$ cat src/inc/idpb_pkg.sv
package idpb_pkg;

  // Word addresses inside the 256-word block
  localparam logic [7:0] IDPB_W_CONFIG = 8'h00;
  localparam logic [7:0] IDPB_W_DEF_CYL = 8'h01;
  localparam logic [7:0] IDPB_W_DEF_HEADS = 8'h03;
  localparam logic [7:0] IDPB_W_UNF_TRACK = 8'h04;
  localparam logic [7:0] IDPB_W_UNF_SECT = 8'h05;
  localparam logic [7:0] IDPB_W_DEF_SPT = 8'h06;
  localparam logic [7:0] IDPB_W_TOTAL_MSW = 8'h07;
  localparam logic [7:0] IDPB_W_TOTAL_LSW = 8'h08;
  localparam logic [7:0] IDPB_W_SERIAL_LO = 8'h0A;
  localparam logic [7:0] IDPB_W_SERIAL_HI = 8'h13;
  localparam logic [7:0] IDPB_W_BUF_TYPE = 8'h14;
  localparam logic [7:0] IDPB_W_BUF_SIZE = 8'h15;
  localparam logic [7:0] IDPB_W_ECC = 8'h16;
  localparam logic [7:0] IDPB_W_FW_LO = 8'h17;
  localparam logic [7:0] IDPB_W_FW_HI = 8'h1A;
  localparam logic [7:0] IDPB_W_MODEL_LO = 8'h1B;
  localparam logic [7:0] IDPB_W_MODEL_HI = 8'h2E;
  localparam logic [7:0] IDPB_W_MAX_MULT = 8'h2F;
  localparam logic [7:0] IDPB_W_DWORD = 8'h30;
  localparam logic [7:0] IDPB_W_CAPS = 8'h31;
  localparam logic [7:0] IDPB_W_PIO_MODE = 8'h33;
  localparam logic [7:0] IDPB_W_XLATE_VALID = 8'h35;
  localparam logic [7:0] IDPB_W_CUR_CYL = 8'h36;
  localparam logic [7:0] IDPB_W_CUR_HEADS = 8'h37;
  localparam logic [7:0] IDPB_W_CUR_SPT = 8'h38;
  localparam logic [7:0] IDPB_W_CAP_LSW = 8'h39;
  localparam logic [7:0] IDPB_W_CAP_MSW = 8'h3A;
  localparam logic [7:0] IDPB_W_MULT_SET = 8'h3B;
  localparam logic [7:0] IDPB_W_LBA_LSW = 8'h3C;
  localparam logic [7:0] IDPB_W_LBA_MSW = 8'h3D;
  localparam logic [7:0] IDPB_W_SECURITY = 8'h80;
  localparam logic [7:0] IDPB_W_POWER = 8'hA0;
  localparam logic [7:0] IDPB_W_LAST = 8'hFF;

  // Fixed field values
  localparam logic [15:0] IDPB_ECC_COUNT = 16'h0004;
  localparam logic [15:0] IDPB_TRANS_VALID = 16'h0001;
  localparam logic [15:0] IDPB_DWORD_NONE = 16'h0000;
  localparam logic [7:0] IDPB_MULT_VALID = 8'h01;
  localparam logic [7:0] IDPB_MULT_RESET = 8'h00;
  localparam logic [7:0] IDPB_SPACE = 8'h20;

  // Buffer type codes
  localparam logic [15:0] IDPB_BUF_UNSPEC = 16'h0000;
  localparam logic [15:0] IDPB_BUF_SINGLE = 16'h0001;
  localparam logic [15:0] IDPB_BUF_DUAL = 16'h0002;
  localparam logic [15:0] IDPB_BUF_DUAL_CACHE = 16'h0003;

  // Bit positions
  localparam int IDPB_CAP_STANDBY = 13;
  localparam int IDPB_CAP_IORDY = 11;
  localparam int IDPB_CAP_LBA = 9;
  localparam int IDPB_CAP_DMA = 8;
  localparam int IDPB_SEC_LEVEL = 8;
  localparam int IDPB_SEC_EXPIRE = 4;
  localparam int IDPB_SEC_FREEZE = 3;
  localparam int IDPB_SEC_LOCK = 2;
  localparam int IDPB_SEC_ENABLE = 1;
  localparam int IDPB_SEC_SUPPORT = 0;
  localparam int IDPB_PWR_VALID = 15;
  localparam int IDPB_PWR_WORD_RESERVED_BIT = 14;
  localparam int IDPB_PWR_NO_L1 = 13;
  localparam int IDPB_PWR_L1_DIS = 12;

  // Register offsets (byte addresses)
  localparam logic [7:0] IDPB_R_CTRL = 8'h00;
  localparam logic [7:0] IDPB_R_STATUS = 8'h04;
  localparam logic [7:0] IDPB_R_DATA = 8'h08;
  localparam logic [7:0] IDPB_R_SETMULT = 8'h0C;
  localparam logic [7:0] IDPB_R_SECURITY = 8'h10;
  localparam logic [7:0] IDPB_R_GEOM = 8'h14;
  localparam logic [7:0] IDPB_R_CUR_CYL = 8'h18;

  // Reset values
  localparam logic [15:0] IDPB_CUR_CYL_RST = 16'h0000;
  localparam logic [7:0] IDPB_CUR_HEADS_RST = 8'h00;
  localparam logic [7:0] IDPB_CUR_SPT_RST = 8'h00;

  // APB request and answer
  typedef struct packed {
    logic psel;
    logic penable;
    logic pwrite;
    logic [7:0] paddr;
    logic [31:0] pwdata;
  } idpb_apb_req_t;

  typedef struct packed {
    logic pready;
    logic pslverr;
    logic [31:0] prdata;
  } idpb_apb_rsp_t;

  // Live security state
  typedef struct packed {
    logic level_max;
    logic expired;
    logic frozen;
    logic locked;
    logic enabled;
  } idpb_sec_t;

endpackage : idpb_pkg

$ cat src/design/idpb_block.sv
// Design decisions made here: the APB interface to the registers and the address map.
`timescale 1ns/1ps
// Functional notes
// Buffer type word reports 0, 1, 2 or 3 per buffer kind.
// Buffer size word counts 512-byte units.
// Serial string right-aligned, leading positions filled with spaces.
// Model string left-aligned, trailing positions filled with spaces.
// Total sectors equals first out-of-range linear block address.
// Report maximum sectors per interrupt for multi-sector transfers.
// Double-word field says 32-bit transfers unsupported.
// Capability bit 13 set when idle timer behaves as defined.
// Capability bit 11 set when IORDY definitely supported.
// Capability bit 9 always set, linear addressing supported.
// Capability bit 8 kept zero, no DMA.
// Translation-valid word is 0001h, words 54 to 58 valid.
// Current capacity is cylinders times heads times sectors per track.
// Multiple-setting odd byte is always 01h, even byte holds count.
// Even byte resets to 00h, then follows last set-multiple value.
// Security level bit one means maximum, zero means high.
// Expire bit set when attempts run out, sticky until reset.
// Separate frozen, locked and enabled bits in security word.
// Security word bit 0 shows feature set support.
// Power word bit 15 valid flag, bit 14 always zero.
// Power bits 13 and 12 show missing or disabled level-1 commands.
// Maximum supply current in mA in power word bits 11..0.
// Block leaves word by word like a single-sector read.
// Every reserved bit and word reads as zero.
// Word 22 reads 0004h, ECC byte count.
// Total sectors high half in word 7, low half in word 8.
// Fixed strings and geometry are parameters, live state sampled at read.
module idpb_block
  import idpb_pkg::*;
#(
  parameter logic [159:0] SERIAL = {{12{8'h20}}, 64'h3132_3334_3536_3738},
  parameter logic [63:0] FW_REV = "REV 1.00",
  parameter logic [319:0] MODEL = {"STORAGE CARD", {28{8'h20}}},
  parameter logic [15:0] CONFIG_WORD = 16'h1234, // Arbitrary value
  parameter logic [15:0] DEF_CYL = 16'h0100,
  parameter logic [15:0] DEF_HEADS = 16'h0004,
  parameter logic [15:0] UNF_TRACK = 16'h0000,
  parameter logic [15:0] UNF_SECT = 16'h0240,
  parameter logic [15:0] DEF_SPT = 16'h0020,
  parameter logic [15:0] BUF_TYPE = 16'h0001,
  parameter logic [15:0] BUF_UNITS = 16'h0001,
  parameter logic [15:0] MAX_MULT = 16'h0001,
  parameter logic [7:0] PIO_MODE = 8'h00,
  parameter logic STANDBY_DEFINED = 1'b1,
  parameter logic IORDY_SURE = 1'b1,
  parameter logic SEC_SUPPORTED = 1'b1,
  parameter logic PWR_DESC_VALID = 1'b1,
  parameter logic PWR_NO_L1 = 1'b0,
  parameter logic [11:0] MAX_CURRENT_MA = 12'h064
) (
  // Clock and reset
  input wire logic clock,
  input wire logic rst,
  // APB slave
  input wire idpb_apb_req_t apb_req,
  output idpb_apb_rsp_t apb_rsp,
  // Data word port
  output logic [15:0] word_data,
  output logic word_valid,
  output logic block_done
);

  ////////////////////////////////////////////////////////////////////////////
  // Fixed values

  localparam logic [31:0] TOTAL_SECT = 32'(DEF_CYL) * 32'(DEF_HEADS) * 32'(DEF_SPT);

  typedef enum logic [1:0] {
    IDPB_IDLE = 2'b00,
    IDPB_SEND = 2'b01
  } idpb_state_t;

  typedef struct packed {
    idpb_state_t st;
    logic [7:0] idx;
    logic [7:0] mult_cnt;
    idpb_sec_t sec;
    logic l1_disabled;
    logic [15:0] cur_cyl;
    logic [7:0] cur_heads;
    logic [7:0] cur_spt;
    logic [31:0] cur_cap;
    logic [15:0] word;
    logic wvalid;
    logic done;
    idpb_apb_rsp_t rsp;
  } idpb_regs_t;

  idpb_regs_t s_q;
  idpb_regs_t s_d;
  logic [15:0] word_w;
  logic [7:0] sidx;
  logic [7:0] midx;
  logic [7:0] fidx;

  ////////////////////////////////////////////////////////////////////////////
  // Word selection

  // Byte pairing of string words, first character high
  always_comb begin
    sidx = 8'(s_q.idx - IDPB_W_SERIAL_LO);
    midx = 8'(s_q.idx - IDPB_W_MODEL_LO);
    fidx = 8'(s_q.idx - IDPB_W_FW_LO);
    word_w = 16'h0000;
    if (s_q.idx >= IDPB_W_SERIAL_LO && s_q.idx <= IDPB_W_SERIAL_HI) begin
      word_w = SERIAL[159 - 16 * sidx -: 16];
    end else if (s_q.idx >= IDPB_W_FW_LO && s_q.idx <= IDPB_W_FW_HI) begin
      word_w = FW_REV[63 - 16 * fidx -: 16];
    end else if (s_q.idx >= IDPB_W_MODEL_LO && s_q.idx <= IDPB_W_MODEL_HI) begin
      word_w = MODEL[319 - 16 * midx -: 16];
    end else begin
      unique case (s_q.idx)
        IDPB_W_CONFIG: word_w = CONFIG_WORD;
        IDPB_W_DEF_CYL: word_w = DEF_CYL;
        IDPB_W_DEF_HEADS: word_w = {8'h00, DEF_HEADS[7:0]};
        IDPB_W_UNF_TRACK: word_w = UNF_TRACK;
        IDPB_W_UNF_SECT: word_w = UNF_SECT;
        IDPB_W_DEF_SPT: word_w = DEF_SPT;
        IDPB_W_TOTAL_MSW: word_w = TOTAL_SECT[31:16];
        IDPB_W_TOTAL_LSW: word_w = TOTAL_SECT[15:0];
        IDPB_W_BUF_TYPE: word_w = BUF_TYPE;
        IDPB_W_BUF_SIZE: word_w = BUF_UNITS;
        IDPB_W_ECC: word_w = IDPB_ECC_COUNT;
        IDPB_W_MAX_MULT: word_w = MAX_MULT;
        IDPB_W_DWORD: word_w = IDPB_DWORD_NONE;
        IDPB_W_CAPS: begin
          word_w[IDPB_CAP_STANDBY] = STANDBY_DEFINED;
          word_w[IDPB_CAP_IORDY] = IORDY_SURE;
          word_w[IDPB_CAP_LBA] = 1'b1;
          word_w[IDPB_CAP_DMA] = 1'b0;
        end
        IDPB_W_PIO_MODE: word_w = {PIO_MODE, 8'h00};
        IDPB_W_XLATE_VALID: word_w = IDPB_TRANS_VALID;
        IDPB_W_CUR_CYL: word_w = s_q.cur_cyl;
        IDPB_W_CUR_HEADS: word_w = {8'h00, s_q.cur_heads};
        IDPB_W_CUR_SPT: word_w = {8'h00, s_q.cur_spt};
        IDPB_W_CAP_LSW: word_w = s_q.cur_cap[15:0];
        IDPB_W_CAP_MSW: word_w = s_q.cur_cap[31:16];
        IDPB_W_MULT_SET: word_w = {IDPB_MULT_VALID, s_q.mult_cnt};
        IDPB_W_LBA_LSW: word_w = TOTAL_SECT[15:0];
        IDPB_W_LBA_MSW: word_w = TOTAL_SECT[31:16];
        IDPB_W_SECURITY: begin
          word_w[IDPB_SEC_LEVEL] = s_q.sec.level_max;
          word_w[IDPB_SEC_EXPIRE] = s_q.sec.expired;
          word_w[IDPB_SEC_FREEZE] = s_q.sec.frozen;
          word_w[IDPB_SEC_LOCK] = s_q.sec.locked;
          word_w[IDPB_SEC_ENABLE] = s_q.sec.enabled;
          word_w[IDPB_SEC_SUPPORT] = SEC_SUPPORTED;
        end
        IDPB_W_POWER: begin
          word_w[IDPB_PWR_VALID] = PWR_DESC_VALID;
          word_w[IDPB_PWR_WORD_RESERVED_BIT] = 1'b0;
          word_w[IDPB_PWR_NO_L1] = PWR_NO_L1;
          word_w[IDPB_PWR_L1_DIS] = s_q.l1_disabled;
          word_w[11:0] = MAX_CURRENT_MA;
        end
        default: word_w = 16'h0000;
      endcase
    end
  end

  ////////////////////////////////////////////////////////////////////////////
  // Next state

  // Bus decode, live state update and word stream
  always_comb begin
    s_d = s_q;
    s_d.done = 1'b0;
    s_d.rsp.pready = 1'b0;
    s_d.rsp.pslverr = 1'b0;
    s_d.rsp.prdata = 32'h0000_0000;
    s_d.cur_cap = 32'(s_q.cur_cyl) * 32'(s_q.cur_heads) * 32'(s_q.cur_spt);
    if (apb_req.psel && apb_req.penable && !s_q.rsp.pready) begin
      s_d.rsp.pready = 1'b1;
      unique case (apb_req.paddr)
        IDPB_R_CTRL: begin
          if (apb_req.pwrite && apb_req.pwdata[0] && s_q.st == IDPB_IDLE) begin
            s_d.st = IDPB_SEND;
            s_d.idx = 8'h00;
            s_d.wvalid = 1'b0;
          end
        end
        IDPB_R_STATUS: s_d.rsp.prdata = {30'h0, s_q.wvalid, s_q.st == IDPB_SEND};
        IDPB_R_DATA: begin
          if (!apb_req.pwrite && s_q.wvalid) begin
            s_d.rsp.prdata = {16'h0000, s_q.word};
            s_d.wvalid = 1'b0;
          end
        end
        IDPB_R_SETMULT: begin
          if (apb_req.pwrite) begin
            s_d.mult_cnt = apb_req.pwdata[7:0];
          end else begin
            s_d.rsp.prdata = {24'h0, s_q.mult_cnt};
          end
        end
        IDPB_R_SECURITY: begin
          if (apb_req.pwrite) begin
            s_d.sec = apb_req.pwdata[4:0];
            s_d.sec.expired = s_q.sec.expired | apb_req.pwdata[3];
            s_d.l1_disabled = apb_req.pwdata[5];
          end else begin
            s_d.rsp.prdata = {26'h0, s_q.l1_disabled, s_q.sec};
          end
        end
        IDPB_R_GEOM: begin
          if (apb_req.pwrite) begin
            s_d.cur_heads = apb_req.pwdata[7:0];
            s_d.cur_spt = apb_req.pwdata[15:8];
          end else begin
            s_d.rsp.prdata = {16'h0, s_q.cur_spt, s_q.cur_heads};
          end
        end
        IDPB_R_CUR_CYL: begin
          if (apb_req.pwrite) begin
            s_d.cur_cyl = apb_req.pwdata[15:0];
          end else begin
            s_d.rsp.prdata = {16'h0, s_q.cur_cyl};
          end
        end
        default: s_d.rsp.pslverr = 1'b1;
      endcase
    end
    // Present the next word once the previous one is taken
    if (s_q.st == IDPB_SEND && !s_q.wvalid) begin
      s_d.word = word_w;
      s_d.wvalid = 1'b1;
      s_d.idx = 8'(s_q.idx + 8'h01);
      if (s_q.idx == IDPB_W_LAST) begin
        s_d.st = IDPB_IDLE;
        s_d.done = 1'b1;
      end
    end
  end

  ////////////////////////////////////////////////////////////////////////////
  // State register

  // All state in one register
  always_ff @(posedge clock or posedge rst) begin
    if (rst) begin
      s_q <= '0;
      s_q.st <= IDPB_IDLE;
      s_q.mult_cnt <= IDPB_MULT_RESET;
      s_q.cur_cyl <= IDPB_CUR_CYL_RST;
      s_q.cur_heads <= IDPB_CUR_HEADS_RST;
      s_q.cur_spt <= IDPB_CUR_SPT_RST;
    end else begin
      s_q <= s_d;
    end
  end

  assign apb_rsp = s_q.rsp;
  assign word_data = s_q.word;
  assign word_valid = s_q.wvalid;
  assign block_done = s_q.done;

endmodule : idpb_block

$ cat config.mk
export PLATFORM = sky130hd
export DESIGN_NAME = idpb_block
export DESIGN_NICKNAME = d
export VERILOG_FILES = /design/src/inc/idpb_pkg.sv /design/src/design/idpb_block.sv
export SDC_FILE = /design/constraint.sdc
export NUM_CORES = 1
export LEC_CHECK = 0
export BUFFER_PORTS_ARGS = -buffer_cell sky130_fd_sc_hd__buf_2
export CAP_MARGIN = 20
export CELL_PAD_IN_SITES_DETAIL_PLACEMENT = 0
export CELL_PAD_IN_SITES_GLOBAL_PLACEMENT = 1
export CORE_ASPECT_RATIO = 1.1
export CORE_UTILIZATION = 45
export CTS_CLUSTER_DIAMETER = 60
export DETAILED_ROUTE_END_ITERATION = 10
export MAX_ROUTING_LAYER = met4
export PLACE_DENSITY = 0.83
export SLEW_MARGIN = 20
export SYNTH_ARGS = -nofsm -noshare
export SYNTH_HDL_FRONTEND = slang
export SYNTH_SLANG_ARGS = --single-unit
$ cat constraint.sdc
create_clock -name clock -period 8.8 [get_ports clock]
set_input_delay 0.88 -clock clock [delete_from_list [all_inputs] [get_ports clock]]
set_output_delay 0.88 -clock clock [all_outputs]
set_load 0.005 [all_outputs]
==> impl_metrics.tcl <==
set metrics [dict create \
    status "complete, no violations" \
    numPortBuffers 64 \
    yosys-top-cells-area "fa_1 (26%), dfrtp_1 (19%), ha_1 (8.3%)" \
    required_ns 9.15 \
    fin_skew_ns 0.009768 \
    grt-ovfl-total 0 \
    cp.arrival_ns 9.07 \
    crit_slowest_cell "fa_1" \
    synthToLayoutAreaGrowth_pct 16.24 \
    remaining_drc_errors 0 \
    synth_fa_ha_area_share_pct 34.38 \
    core-area_um2 36260 \
    synth-seq-cells 124 \
    clockBufferDepth 2 \
    report.power.total_uw 1395 \
    syn_avg_cell_area_um2 9.222 \
    period_needed_ns 8.721 \
    synth_top_area_share_pct 26.08 \
    holdWs_ns 0.4724 \
    fp.dieW_um 185.0 \
    h-tree-depth 4 \
    cpMostUsedCell "fa_1" \
    ant_nets 0 \
    grt_pass1_vias 13880 \
    grt_pass1_wl_um 73120 \
    via_count 13460 \
    ys_seq_area_share_pct 18.71 \
    cts_tree "done" \
    rows 73 \
    fmax_mhz 114.7 \
    antenna_found_initial 0 \
    async_reset_ff_share_pct 100.0 \
    critical_path.endpoint_type "flop" \
    syn_area_um2 16580 \
    ys_types 89 \
    tns_ns 0 \
    synth_edf_count 0 \
    synth_compound_area_share_pct 11.38 \
    gp_congestion 0.9559 \
    dieArea_um2 37620 \
    synth_top_family_by_area "adder cells" \
    ctsHoldBuffers 0 \
    viasPerCell 5.557 \
    synth.most_common_cell "inv_1" \
    drt_iter0_markers 1197 \
    first_pass_iters 6 \
    maxCapViolations 0 \
    grt_use_total_pct 25.82 \
    slew_headroom_pct 29.53 \
    clk_pin_slew_ns 0.06 \
    worstSkewPairLatency_ns 0.43 \
    cts_buffers 17 \
    yosys.area.top_type "fa_1" \
    synthCells 1798 \
    max_stage_delay_ns 0.59 \
    min_period_over_period_pct 99.10 \
    root_buffer "clkbuf_16" \
    synth_common_cells "inv_1 (235), fa_1 (216), nand2_1 (196), and2_1 (183), dfrtp_1 (124)" \
    clkSinkCount 124 \
    num-nets-final 2294 \
    nFillCells 3262 \
    setup_viol 0 \
    drt_wl_total_um 45830 \
    peakVddDrop_uv 141.3 \
    drive_gt1_share_pct 22.53 \
    timing.final.ws_setup_ns 0.07941 \
    drv_slew 0 \
    synth_ff_type "dfrtp_1" \
    pre_cts_slack_ns -0.3074 \
    powerDensity_nw_per_um2 72.38 \
    ff2ff_setup_slack_ns 0.08 \
    path_class "flop to flop" \
    ys_warn_count 0 \
    io_pins 97 \
    rsz0062_at_grt "yes" \
    synth_xor_area_share_pct 3.192 \
    cp-start-kind "flop" \
    diodes 0 \
    hold_class "flop to flop" \
    grt_max_degree 81 \
    start_util_pct 45.73 \
    wl_per_cell_um 18.92 \
    crit_path_max_fanout 5 \
    synthMuxAreaShare_pct 3.192 \
    p_leak_uw 0.009345 \
    hold_violations 0 \
    synth-simple-area-share_pct 19.02 \
    hpwl_um 35500 \
    die_y_um 203.3 \
    max_slew.worst_pin.slew_ns 1.055 \
]
-- logic make-up after synthesis --
group | count (synthesis)
compound gates | 263
xor+xnor | 57
fa+ha+maj | 326
buf+inv | 377
flops | 124
mux | 47
other cells | 1
simple gates | 603
-- cell usage in the layout, fill, tap and decap left out, drive strengths merged, types with 27 or more instances in the layout --
| cell | Yosys | final |
|---|---|---|
| inv | 235 | 237 |
| buf | 71 | 232 |
| fa | 216 | 216 |
| nand2 | 197 | 197 |
| and2 | 185 | 185 |
| dfrtp | 124 | 124 |
| ha | 110 | 110 |
| nor2 | 73 | 73 |
| a21oi | 56 | 56 |
| mux2 | 47 | 47 |
| o21ai | 46 | 46 |
| xnor2 | 41 | 41 |
| and3 | 27 | 27 |
| nand3 | 27 | 27 |
| nor3 | 27 | 27 |
-- worst max-delay path, delay by kind of cell, from the launching register on --
kind	cells	cell delay, ns
buffers and inverters	6	0.55
adders and majority gates	10	4.73
AOI/OAI and AO/OA	9	1.61
xor gates and xnor gates	2	0.27
and+or+nand+nor	6	1.03
DFF	1	0.43
-- area by class of cell --
cell class	instances	area [um^2]	share of cell area, %
Clock buffer	18	439.2	2.279
Clock inverter	13	167.7	0.8699
Inverter	236	888.4	4.609
Multi-Input combinational cell	1312	12450	64.62
Sequential cell	124	3114	16.16
Tap cell	487	609.3	3.162
Timing Repair Buffer	232	1600	8.303
-- routing by layer --
| layer | vias to the layer above | track usage (%) | part of all wire, % | wire, um |
|---|---|---|---|---|
| li1 | 6068 | - | - | - |
| met3 | 119 | 2.750 | 4.9 | 2259 |
| met4 | 0 | 10.83 | 4.5 | 2052 |
| met1 | 6797 | 31.77 | 41 | 18750 |
| met2 | 475 | 43.11 | 50 | 22760 |
| met5 | - | - | 0 | 0 |
-- state kept, by name, summed over array words and instances, names as in the netlist --
name        count
word_valid      1
apb_rsp        18
word_data      16
block_done      1
s_q            88
-- repair_timing --
action | in CTS | in global routing
setup endpoints to repair | 7 | 11
pin swaps | 17 | 89
setup buffers | 8 | 24
resized for setup | 31 | 91
endpoints found under the hold margin | 0 | 0
-- report_power, final --
| part | total [uW] | internal [uW] | switching [uW] |
|---|---|---|---|
| combinational | 83.2 | 29.1 | 54.1 |
| clock | 725 | 453 | 272 |
| sequential | 586 | 576 | 10.4 |
-- per-stage QoR --
stage,util [%],instance area [um^2],std cells
6_report,53.15,19270,2422
5_1_grt,53.15,19270,2422
4_1_cts,51.45,18660,2400
3_5_place_dp,49.13,17820,2361
3_3_place_gp,49.13,17820,2361
2_1_floorplan,-,16640,1813
-- worst paths after layout --
path	startpoint	to	cells after the start
min in group asynchronous	rst	s_q[137]$_DFFE_PP0P_	2
min reg2reg	s_q[139]$_DFF_PP0_	s_q[139]$_DFF_PP0_	0
min	s_q[139]$_DFF_PP0_	s_q[139]$_DFF_PP0_	0
max reg2reg	s_q[99]$_DFFE_PP0P_	s_q[83]$_DFF_PP0_	33
max in group asynchronous	rst	s_q[96]$_DFFE_PP0P_	3
max	s_q[99]$_DFFE_PP0P_	s_q[83]$_DFF_PP0_	33
Note: power is estimated with default switching activity, not from simulation.
